## src/include/strobe_mem_pkg.sv

```systemverilog
// Shared constants and types of the shared-strobe memory interface
package strobe_mem_pkg;
  localparam int ADDR_W = 24;
  localparam int DATA_W = 32;
  localparam int LANES = 4;
  localparam int WAIT_W = 3;
  // Cycles the ready and data pins need to cross the synchroniser
  localparam int SYNC_LAT = 2;

  typedef logic [1:0] size_t;
  localparam size_t SIZE_8 = 2'h0;
  localparam size_t SIZE_16 = 2'h1;
  localparam size_t SIZE_32 = 2'h2;

  typedef enum {ST_IDLE, ST_ACCESS} bus_state_t;

  localparam logic [LANES-1:0] STROBES_IDLE = 4'hf;
  localparam logic [WAIT_W-1:0] COUNT_RESET = 3'h0;
  localparam logic [1:0] BEAT_RESET = 2'h0;
  localparam logic [ADDR_W-1:0] ADDR_RESET = 24'h000000;
  localparam logic [DATA_W-1:0] DATA_RESET = 32'h00000000;
endpackage : strobe_mem_pkg

```

## src/include/xlate_if.sv

```systemverilog
// Carrier between the bus sequencer and the address translator
`timescale 1ns/1ps
interface xlate_if;
  logic [strobe_mem_pkg::ADDR_W-1:0] logical;
  logic [1:0] beat;
  strobe_mem_pkg::size_t data_size;
  strobe_mem_pkg::size_t mem_width;
  logic [strobe_mem_pkg::ADDR_W-1:0] phys;
  logic [strobe_mem_pkg::LANES-1:0] lanes;
  logic [1:0] lane_off;
  logic [1:0] last_beat;
  modport user (
    output logical, beat, data_size, mem_width,
    input phys, lanes, lane_off, last_beat
  );
  modport xlate (
    input logical, beat, data_size, mem_width,
    output phys, lanes, lane_off, last_beat
  );
endinterface : xlate_if

```

## src/strobe_xlate.sv

```systemverilog
// Logical to physical address and byte-lane translation
`timescale 1ns/1ps
module strobe_xlate (
  xlate_if.xlate bus
);
  function automatic logic [3:0] lane_mask(strobe_mem_pkg::size_t n);
    case (n)
      strobe_mem_pkg::SIZE_8: lane_mask = 4'h1;
      strobe_mem_pkg::SIZE_16: lane_mask = 4'h3;
      default: lane_mask = 4'hf;
    endcase
  endfunction : lane_mask

  always_comb begin
    logic [1:0] k;
    logic [1:0] idx;
    k = 2'h0;
    idx = 2'h0;
    bus.phys = bus.logical;
    bus.lanes = lane_mask(bus.data_size);
    bus.lane_off = 2'h0;
    bus.last_beat = 2'h0;
    if (bus.data_size <= bus.mem_width) begin
      // narrow data shift
      k = bus.mem_width - bus.data_size;
      bus.phys = bus.logical >> k;
      case (k)
        2'h0: idx = 2'h0;
        2'h1: idx = {1'b0, bus.logical[0]};
        default: idx = bus.logical[1:0];
      endcase
      // lane from low bits
      bus.lane_off = 2'(idx << bus.data_size);
      bus.lanes = 4'(lane_mask(bus.data_size) << bus.lane_off);
    end else begin
      // wide data, several beats
      k = bus.data_size - bus.mem_width;
      bus.phys = (bus.logical << k) | strobe_mem_pkg::ADDR_W'(bus.beat);
      bus.lanes = lane_mask(bus.mem_width);
      bus.last_beat = (k == 2'h1) ? 2'h1 : 2'h3;
    end
  end
endmodule : strobe_xlate

```

## src/shared_strobe_mem_interface.sv

```systemverilog
// Shared two-strobe external memory bus sequencer
`timescale 1ns/1ps
// Function
// Shared mode puts both spaces on primary pins
// Each space uses its own width and size
// 16-bit data in 32-bit memory shifts address
// Primary 16-bit write drives two upper lanes
// Secondary 32-bit shared access drives four lanes
// Any size pairing, no reprogramming, no penalty
// Sharing works with 16- and 8-bit memory
// Software sets sharing, width, then size
// Software splits bank with high address bit
// Low ready sample ends cycle, else wait
// Per-strobe programmed wait states
// Board ties ready low when unneeded
// Board drives ready only for mixed banks
// Finish after wait count and ready low
module shared_strobe_mem_interface #(
  parameter int WAIT_W = strobe_mem_pkg::WAIT_W
) (
  input wire logic clock,
  input wire logic rstn,
  input wire logic strobe_share_select,
  input wire strobe_mem_pkg::size_t primary_mem_width,
  input wire strobe_mem_pkg::size_t primary_data_size,
  input wire logic [WAIT_W-1:0] primary_wait,
  input wire strobe_mem_pkg::size_t secondary_mem_width,
  input wire strobe_mem_pkg::size_t secondary_data_size,
  input wire logic [WAIT_W-1:0] secondary_wait,
  input wire logic req_valid,
  output logic req_ready,
  input wire logic req_space,
  input wire logic req_write,
  input wire logic [strobe_mem_pkg::ADDR_W-1:0] req_addr,
  input wire logic [strobe_mem_pkg::DATA_W-1:0] req_wdata,
  output logic done,
  output logic [strobe_mem_pkg::DATA_W-1:0] rdata,
  output logic [strobe_mem_pkg::LANES-1:0] byte_lane_strobe_n,
  output logic [strobe_mem_pkg::LANES-1:0] secondary_strobe_n,
  output logic [strobe_mem_pkg::ADDR_W-1:0] addr_out,
  output logic [strobe_mem_pkg::DATA_W-1:0] data_out,
  output logic data_oe_n,
  input wire logic [strobe_mem_pkg::DATA_W-1:0] data_in,
  input wire logic ready_n
);
  // -----------------------------------------------------------------
  // Request capture
  // -----------------------------------------------------------------
  strobe_mem_pkg::bus_state_t state;
  strobe_mem_pkg::bus_state_t next_state;
  logic lat_space;
  logic lat_write;
  logic [strobe_mem_pkg::ADDR_W-1:0] lat_addr;
  logic [strobe_mem_pkg::DATA_W-1:0] lat_wdata;
  strobe_mem_pkg::size_t lat_size;
  strobe_mem_pkg::size_t lat_width;
  logic [WAIT_W-1:0] lat_wait;
  logic [1:0] beat;
  logic [1:0] next_beat;
  logic [1:0] cur_off;
  logic [WAIT_W-1:0] cnt;
  logic [1:0] ready_sync;
  logic [strobe_mem_pkg::DATA_W-1:0] data_meta;
  logic [strobe_mem_pkg::DATA_W-1:0] data_s;
  logic [strobe_mem_pkg::DATA_W-1:0] acc;
  logic ready_s;
  logic accept;
  logic complete;
  logic last;
  strobe_mem_pkg::size_t sel_size;
  strobe_mem_pkg::size_t sel_width;
  logic [WAIT_W-1:0] sel_wait;
  xlate_if xl ();

  strobe_xlate u_xlate (
    .bus(xl.xlate)
  );

  function automatic logic [31:0] byte_mask(strobe_mem_pkg::size_t n);
    case (n)
      strobe_mem_pkg::SIZE_8: byte_mask = 32'h000000ff;
      strobe_mem_pkg::SIZE_16: byte_mask = 32'h0000ffff;
      default: byte_mask = 32'hffffffff;
    endcase
  endfunction : byte_mask

  // Bit shift of one beat's slice within a wide data word
  function automatic logic [4:0] beat_shift(logic [1:0] b,
                                           strobe_mem_pkg::size_t w);
    beat_shift = 5'({b, 3'h0} << w);
  endfunction : beat_shift

  assign req_ready = (state == strobe_mem_pkg::ST_IDLE);
  assign accept = req_ready && req_valid;
  assign ready_s = ready_sync[1];
  assign last = (beat == xl.last_beat);

  // per-space configuration
  always_comb begin
    sel_size = req_space ? secondary_data_size : primary_data_size;
    sel_width = req_space ? secondary_mem_width : primary_mem_width;
    sel_wait = req_space ? secondary_wait : primary_wait;
  end

  always_ff @(posedge clock) begin
    if (!rstn) begin
      lat_space <= 1'b0;
      lat_write <= 1'b0;
      lat_addr <= strobe_mem_pkg::ADDR_RESET;
      lat_wdata <= strobe_mem_pkg::DATA_RESET;
      lat_size <= strobe_mem_pkg::SIZE_8;
      lat_width <= strobe_mem_pkg::SIZE_8;
      lat_wait <= strobe_mem_pkg::COUNT_RESET;
    end else if (accept) begin
      lat_space <= req_space;
      lat_write <= req_write;
      lat_addr <= req_addr;
      lat_wdata <= req_wdata;
      lat_size <= sel_size;
      lat_width <= sel_width;
      lat_wait <= sel_wait;
    end
  end

  // -----------------------------------------------------------------
  // Ready and data pin synchronisers
  // -----------------------------------------------------------------
  always_ff @(posedge clock) begin
    if (!rstn) begin
      ready_sync <= 2'h3;
      data_meta <= strobe_mem_pkg::DATA_RESET;
      data_s <= strobe_mem_pkg::DATA_RESET;
    end else begin
      ready_sync <= {ready_sync[0], ready_n};
      data_meta <= data_in;
      data_s <= data_meta;
    end
  end

  // -----------------------------------------------------------------
  // Cycle sequencing and wait states
  // -----------------------------------------------------------------
  // Beats last at least the synchroniser delay, so the sampled data
  // and ready belong to the beat now on the pins.
  // wait then ready
  assign complete = (state == strobe_mem_pkg::ST_ACCESS)
                 && (cnt >= lat_wait)
                 && (cnt >= WAIT_W'(strobe_mem_pkg::SYNC_LAT))
                 && !ready_s;

  always_comb begin
    next_state = state;
    next_beat = beat;
    if (accept) begin
      next_state = strobe_mem_pkg::ST_ACCESS;
      next_beat = strobe_mem_pkg::BEAT_RESET;
    end else if (complete) begin
      if (last) begin
        next_state = strobe_mem_pkg::ST_IDLE;
      end else begin
        // extra beats only for wide data
        next_beat = beat + 2'h1;
      end
    end
  end

  always_ff @(posedge clock) begin
    if (!rstn) begin
      state <= strobe_mem_pkg::ST_IDLE;
      beat <= strobe_mem_pkg::BEAT_RESET;
    end else begin
      state <= next_state;
      beat <= next_beat;
    end
  end

  always_ff @(posedge clock) begin
    if (!rstn || accept || complete) begin
      cnt <= strobe_mem_pkg::COUNT_RESET;
    end else if (state == strobe_mem_pkg::ST_ACCESS && cnt != '1) begin
      cnt <= cnt + 1'b1;
    end
  end

  // -----------------------------------------------------------------
  // Translation for the beat on the pins next cycle
  // -----------------------------------------------------------------
  always_comb begin
    xl.logical = accept ? req_addr : lat_addr;
    xl.data_size = accept ? sel_size : lat_size;
    xl.mem_width = accept ? sel_width : lat_width;
    xl.beat = next_beat;
  end

  always_ff @(posedge clock) begin
    if (!rstn) begin
      byte_lane_strobe_n <= strobe_mem_pkg::STROBES_IDLE;
      secondary_strobe_n <= strobe_mem_pkg::STROBES_IDLE;
      addr_out <= strobe_mem_pkg::ADDR_RESET;
      data_out <= strobe_mem_pkg::DATA_RESET;
      data_oe_n <= 1'b1;
      cur_off <= 2'h0;
    end else begin
      byte_lane_strobe_n <= strobe_mem_pkg::STROBES_IDLE;
      secondary_strobe_n <= strobe_mem_pkg::STROBES_IDLE;
      data_oe_n <= 1'b1;
      if (next_state == strobe_mem_pkg::ST_ACCESS) begin
        // shared pin routing
        if ((accept ? req_space : lat_space) && !strobe_share_select) begin
          secondary_strobe_n <= ~xl.lanes;
        end else begin
          byte_lane_strobe_n <= ~xl.lanes;
        end
        addr_out <= xl.phys;
        cur_off <= xl.lane_off;
        data_oe_n <= !(accept ? req_write : lat_write);
        // place data on lanes
        if (xl.data_size <= xl.mem_width) begin
          data_out <= (accept ? req_wdata : lat_wdata) << {xl.lane_off, 3'h0};
        end else begin
          // First beat is launched on the accept edge, before the latch
          data_out <= (accept ? req_wdata : lat_wdata)
              >> beat_shift(next_beat, xl.mem_width);
        end
      end
    end
  end

  // -----------------------------------------------------------------
  // Read data assembly
  // -----------------------------------------------------------------
  logic [strobe_mem_pkg::DATA_W-1:0] piece;
  always_comb begin
    if (lat_size <= lat_width) begin
      piece = (data_s >> {cur_off, 3'h0}) & byte_mask(lat_size);
    end else begin
      piece = (data_s & byte_mask(lat_width)) << beat_shift(beat, lat_width);
    end
  end

  always_ff @(posedge clock) begin
    if (!rstn) begin
      acc <= strobe_mem_pkg::DATA_RESET;
      rdata <= strobe_mem_pkg::DATA_RESET;
      done <= 1'b0;
    end else begin
      done <= complete && last;
      if (accept) begin
        acc <= strobe_mem_pkg::DATA_RESET;
      end else if (complete) begin
        acc <= acc | piece;
      end
      if (complete && last && !lat_write) begin
        rdata <= acc | piece;
      end
    end
  end

  wire busy = (state == strobe_mem_pkg::ST_ACCESS);
  wire narrow_start = accept && sel_size <= sel_width && sel_wait == '0;
endmodule : shared_strobe_mem_interface

```

## config.mk

```make
export PLATFORM = sky130hd
export DESIGN_NAME = shared_strobe_mem_interface
export DESIGN_NICKNAME = d
export VERILOG_FILES = /design/src/include/strobe_mem_pkg.sv /design/src/include/xlate_if.sv /design/src/strobe_xlate.sv /design/src/shared_strobe_mem_interface.sv
export SDC_FILE = /design/constraint.sdc
export NUM_CORES = 1
export LEC_CHECK = 0
export BUFFER_PORTS_ARGS = -buffer_cell sky130_fd_sc_hd__buf_4
export CORE_UTILIZATION = 45
export CTS_BUF_LIST = sky130_fd_sc_hd__clkbuf_8
export DETAILED_ROUTE_END_ITERATION = 10
export HOLD_SLACK_MARGIN = 0.02
export PLACE_DENSITY_LB_ADDON = 0.25
export RECOVER_POWER = 25
export SLEW_MARGIN = 10
export SYNTH_ARGS = -nofsm -noshare
export SYNTH_HDL_FRONTEND = slang
export SYNTH_SLANG_ARGS = --single-unit
```

## constraint.sdc

```tcl
create_clock -name clock -period 13.7 [get_ports clock]
set_input_delay 2.74 -clock clock [delete_from_list [all_inputs] [get_ports clock]]
set_output_delay 2.74 -clock clock [all_outputs]
set_load 0.005 [all_outputs]
```

-- Word-level counts from Yosys, hierarchy flattened
Index checks and enable logic that the tools add are counted.
- input port bits: 109
- memories kept: 0
- latch bits: 0
- output and inout port bits: 99
- word-level logic and storage cells: 113
- ROM bits: 0
- memory bits (writable): 0
- register bits after elaboration: 300
- eq/ne operators: 10
- bitwise operators: 7
- divide/modulo/power cells: 0
- reductions and logical operators: 25
- shifts and indexed selects: 10
- order comparisons: 4
- multipliers: 0
- add/subtract/negate cells: 4
- multiplexer cells: 31
- operators by type and width (kind ; count):
    2-to-1 mux 32 bit ; 8
    one-hot mux 32 bit (2 select lines) ; 2
    bitwise AND 32 bit ; 2
    equality test 32 x 2 -> 1 bit (second input constant) ; 2
    << shifter 32 x 5 -> 32 bit ; 2
    right shift 32 x 5 -> 32 bit ; 2
    2-to-1 mux 24 bit ; 2
    zero test 32 bit ; 1
    bitwise OR 32 bit ; 1
    bitwise OR 24 x 2 -> 24 bit ; 1
    << shifter 24 x 2 -> 24 bit ; 1
    right shift 24 x 2 -> 24 bit ; 1
    2-to-1 mux 2 bit ; 11
    one-hot mux 4 bit (2 select lines) ; 2
    equality test 2 x 1 -> 1 bit (second input constant) ; 6
    zero test 2 bit ; 5
    << shifter 5 x 2 -> 5 bit ; 2
    logical AND 1 bit ; 8
    2-to-1 mux 4 bit ; 2
    zero test 1 bit ; 5
    <= comparator 2 bit ; 2
    NOT 4 bit ; 1
    one-hot mux 2 bit (2 select lines) ; 1
    << shifter 4 x 2 -> 4 bit ; 1
    16 further kinds ; 20

-- Depth between registers and ports, before layout
- depth after elaboration: 14
- gate-level depth with buffers: 21
- mapped depth without buffers: 15

-- By module
A second synthesis with hierarchy kept.
- cell total of the unflattened synthesis: 1662
- area, all modules: 13624.3 µm²
- modules (own cells, without submodules) (module ; cells each ; area an instance (µm²) ; seq. area each (µm²) ; times used):
    shared_strobe_mem_interface ; 1394 ; 12150.4 ; 6005.8 ; 1
    strobe_xlate ; 268 ; 1473.9 ; 0.0 ; 1

-- Worst setup path before layout
Ideal clock, no wire load.
- path kind: input -> register
- start: input req_valid
- end: register data_out[10] (netlist bit)
- data arrival time: 6.189 ns
- required time: 13.585 ns
- slack: 7.397 ns
- setup time: 0.115 ns
- stages: 16
- cells stage by stage: and4b_1 -> buf_6 -> buf_4 -> buf_4 -> o21a_1 -> ha_1 -> fa_1 -> buf_2 -> xor2_1 -> a32o_1 -> a21o_1 -> nor4_2 -> nor2_1 -> o311ai_2 -> o221ai_1 -> o21a_1
- word-level cells in the longest chain between the ends: 13
- elaborated cells between the ends (all ways): 29
- classes of those cells: 2 x add/sub; 1 x order compare; 4 x eq/ne; 4 x shift; 16 x mux; 2 x reduce/logical
- RTL lines (item ; RTL line ; RTL):
    from (decl) ; shared_strobe_mem_interface.sv:30 ; input wire logic req_valid,
    logical AND 1 bit * ; shared_strobe_mem_interface.sv:94 ; assign accept = req_ready && req_valid;
    2-to-1 mux 2 bit * ; n/a ;
    net u_xlate.bus.mem_width[0] ; xlate_if.sv:17 ; input logical, beat, data_size, mem_width,
    subtractor 2 bit ; strobe_xlate.sv:37 ; k = bus.data_size - bus.mem_width;
    equality test 2 x 1 -> 1 bit ; strobe_xlate.sv:40 ; bus.last_beat = (k == 2'h1) ? 2'h1 : 2'h3;
    2-to-1 mux 2 bit ; strobe_xlate.sv:40 ;
    2-to-1 mux 2 bit ; strobe_xlate.sv:23 ; if (bus.data_size <= bus.mem_width) begin
    equality test 2 bit ; shared_strobe_mem_interface.sv:96 ; assign last = (beat == xl.last_beat);
    2-to-1 mux 2 bit ; shared_strobe_mem_interface.sv:158 ; if (last) begin
    2-to-1 mux 2 bit ; shared_strobe_mem_interface.sv:157 ; end else if (complete) begin
    2-to-1 mux 2 bit ; shared_strobe_mem_interface.sv:154 ; if (accept) begin
    << shifter 5 x 2 -> 5 bit ; shared_strobe_mem_interface.sv:90 ; beat_shift = 5'({b, 3'h0} << w);
    right shift 32 x 5 -> 32 bit ; shared_strobe_mem_interface.sv:222 ; data_out <= (accept ? req_wdata : lat_wdata)
    2-to-1 mux 32 bit ; shared_strobe_mem_interface.sv:218 ; if (xl.data_size <= xl.mem_width) begin
    to (signal assigned) ; shared_strobe_mem_interface.sv:200 ; data_out <= strobe_mem_pkg::DATA_RESET;
    to (signal assigned) ; shared_strobe_mem_interface.sv:219 ; data_out <= (accept ? req_wdata : lat_wdata) << {xl.lane_off, 3'h0};
    to (signal assigned) ; shared_strobe_mem_interface.sv:222 ;
    to (decl) ; shared_strobe_mem_interface.sv:41 ; output logic [strobe_mem_pkg::DATA_W-1:0] data_out,
Mark *: on every way through the listed nets, which the timed path passes. The rest lies on a longest branch. The select of a mux whose other input is x is not followed.
A chain may end at the register's enable or synchronous reset.

-- Worst setup path after layout
- start: input req_valid
- end: register data_out[29] (netlist bit)
- word-level cells in the longest chain between the ends: 13
- elaborated cells between the ends (all ways): 29
- classes of those cells: 2 x add/sub; 1 x order compare; 4 x eq/ne; 4 x shift; 16 x mux; 2 x reduce/logical
- RTL lines (item ; RTL line):
    logical AND 1 bit * ; shared_strobe_mem_interface.sv:94
    2-to-1 mux 2 bit ; n/a
    subtractor 2 bit ; strobe_xlate.sv:37
    equality test 2 x 1 -> 1 bit ; strobe_xlate.sv:40
    2-to-1 mux 2 bit ; strobe_xlate.sv:40
    2-to-1 mux 2 bit ; strobe_xlate.sv:23
    equality test 2 bit ; shared_strobe_mem_interface.sv:96
    2-to-1 mux 2 bit ; shared_strobe_mem_interface.sv:158
    2-to-1 mux 2 bit ; shared_strobe_mem_interface.sv:157
    2-to-1 mux 2 bit ; shared_strobe_mem_interface.sv:154
    << shifter 5 x 2 -> 5 bit ; shared_strobe_mem_interface.sv:90
    right shift 32 x 5 -> 32 bit ; shared_strobe_mem_interface.sv:222
    2-to-1 mux 32 bit ; shared_strobe_mem_interface.sv:218
Every way passes the cells marked *; elsewhere a longest branch is shown, timed or not. The select of a mux whose other input is x is not followed.

==> run summary <==
global-route wire length before repair: 58.4 mm
critical path endpoint category: flip-flop
worst-margin pin slew: 2740 ps
Syn Nets: 1593
Clock Skews: 16.7 ps
Hold WC Path Type: flip-flop to flip-flop
Lkg Pwr: 6.77 nW
Final Util: 55.2%
post-synthesis register bit count: 300
Primary FF master, synth: dfxtp_1
max_cap viols: 2
Final #Nets: 1758
RSZ-0062 raised after global routing: false
vias in the first global route: 10.7k
min Tclk post-route: 6880 ps
setup violators final: 0
total number of vias: 11.4k
Port Buffers: 207
pwr dens: 144 nW/um^2
Die Height: 175 um
status: complete, but fails checks
DRC viols: 0
dpl hpwl: 26.0 mm
drt total wl: 37.2 mm
R2R Setup Slk: 8080 ps
clk_lat worst skew: 590 ps
starting density of the core: 45.7%
path type of the worst setup path: input port to flip-flop
Final ANT Viol Nets: 0
VDD IR-drop max: 86.0 uV
CP required: 14200 ps
crit-path max FO: 67
share of layout cells above drive strength 1: 22.1%
Root Buffer: clkbuf_8
Achievable Freq: 145 MHz
post-synth top area cell: dfxtp_1
failing checks: max-capacitance violations, max-slew violations
Arrival @ worst endpoint: 7380 ps
Commonest cells post-synth: dfxtp_1, nor2_1, mux2i_1
cts bufs inserted: 49
setup TNS: 0 ps
Slew HR: -82.4%
drt pass-1 iters: 5
count leader, synth: dfxtp_1
Ys Warns: 0
Max Root-Sink Buffers: 3
CTS tree: yes
Synth Cell Area: 13500 sq um
die area: 30800 sq um
top cells by area, synth: dfxtp_1, mux2i_1, nor2_1
Die W: 175 um
core outline area: 29600 sq um
Clock Sinks: 300
fin. max-slew vios: 118
GRT Overall Usage: 23.6%
gpl congestion: 0.864
total grt overflow: 0
Vias/cell: 5.53
fill cell count: 2728
post-cts resize count: 0
Post-synth ARST share: 0%
area delta synth->final: 20.8%
Yosys top cell area share: 44.4%
setup bufs post-CTS: 0
initial antenna violation count: 0
Seq/Total Area, Yosys: 44.4%
Setup crit start kind: input port
post-DR wirelength/cell: 18.0 um
Hold Vio Cnt, Final: 0
H-tree depth: 2
synthesized area per cell: 9.20 sq um
Hold Buf Count CTS: 0
largest net degree at the start of global routing: 79
1st-iter DRT viols: 975
Synth Instances: 1472
Tcrit/Tclk final: 50.3%
n_diodes: 0
clock-pin slew on the worst setup and hold paths: 60 ps
Boundary Pins: 208
row count: 63
Yosys cell types: 81
Post-synth EDFFs: 0
## kinds of logic after synthesis
logic type,synth area share (%)
buffers and inverters,4.34
AND/OR/NAND/NOR,19.0
flip-flops,44.4
XOR/XNOR,0.250
adder cells (fa/ha/maj),1.16
multiplexers,13.9
AO/OA/AOI/OAI,17.0
## metrics by stage
step,instance area (sq um),std cells,hold slack [ps],worst slack [ps],power [mW]
final,16300,2068,418,6820,2.35
after global routing,16300,2068,442,6280,2.46
after CTS,16400,2068,423,6910,2.37
after detailed placement,15200,1976,409,6310,1.48
after global placement,15200,1976,411,6460,1.48
after floorplan,13500,1472,386,7400,1.32
## where the power goes
group | total, mW | internal, mW | switching (mW)
logic | 0.505 | 0.219 | 0.286
registers | 0.966 | 0.926 | 0.0394
clock network | 0.882 | 0.512 | 0.370
total | 2.35 | 1.66 | 0.695
## path summary, 6_finish.rpt
| path | startpoint | to | cells after the start |
|---|---|---|---|
| worst max-delay path | req_valid | data_out[29] | 12 |
| worst min-delay path | ready_sync[0] | ready_sync[1] | 1 |
| worst max register to register | state[19] | data_out[29] | 13 |
| worst min register to register | ready_sync[0] | ready_sync[1] | 1 |
## layer usage
layer	up-vias	global-route usage, %	share of wire [%]
li1	5583	-	-
met1	5383	35.4	50
met2	413	34.4	42
met3	59	3.81	6.3
met4	0	7.32	2.3
met5	-	0	0
## layout make-up
type	instances	area, sq um	area share (%)
inverters	22	85.1	0.520
repair buffers	223	1650	10.1
clock buffers	66	908	5.56
multi-input cells	1041	6960	42.6
clock inverters	26	251	1.54
well taps	390	488	2.98
flip-flops and latches	300	6010	36.7
## sequential cells by signal (all words and copies together), names as in the netlist, 4 cells and up
| name | cells |
|---|---|
| lat_addr | 24 |
| acc | 32 |
| rdata | 32 |
| secondary_strobe_n | 4 |
| lat_wdata | 32 |
| addr_out | 24 |
| state | 32 |
| data_out | 32 |
| data_s | 32 |
| byte_lane_strobe_n | 4 |
| data_meta | 32 |
## worst max-delay path: stages
cell	delay, ps
buf_4	90
and4b_4	580
mux2_2	430
ha_2	320
buf_4	640
a21o_1	430
nand4_1	200
mux2_4	310
nor2_2	840
mux2_2	440
o32a_1	170
a31oi_1	160
## layout by cell type, fill, tap and decap left out, types with 6 or more instances in the layout
cell type,synthesis,routed
dfxtp_1,300,300
nor2_1,256,255
buf_4,5,200
mux2i_1,124,124
nand2_1,78,77
a211oi_1,73,73
and2_1,104,68
clkbuf_8,0,66
nor3_1,49,49
a21oi_1,45,45
and2_0,0,36
o21ai_0,35,34
inv_1,22,33
mux2_2,26,26
a221oi_1,19,19
o21a_1,17,17
clkbuf_4,0,17
nand3_1,16,16
mux4_2,14,14
a2bb2oi_1,12,12
o221ai_1,11,11
ha_1,11,10
nor4_1,9,9
a211o_1,9,9
o31ai_1,8,8
o211ai_1,8,8
a22oi_1,8,8
o21ai_1,6,7
o31a_1,7,7
nor2b_1,6,6
clkinv_2,0,6
clkbuf_1,71,6
Note: power is estimated with default switching activity, not from simulation.
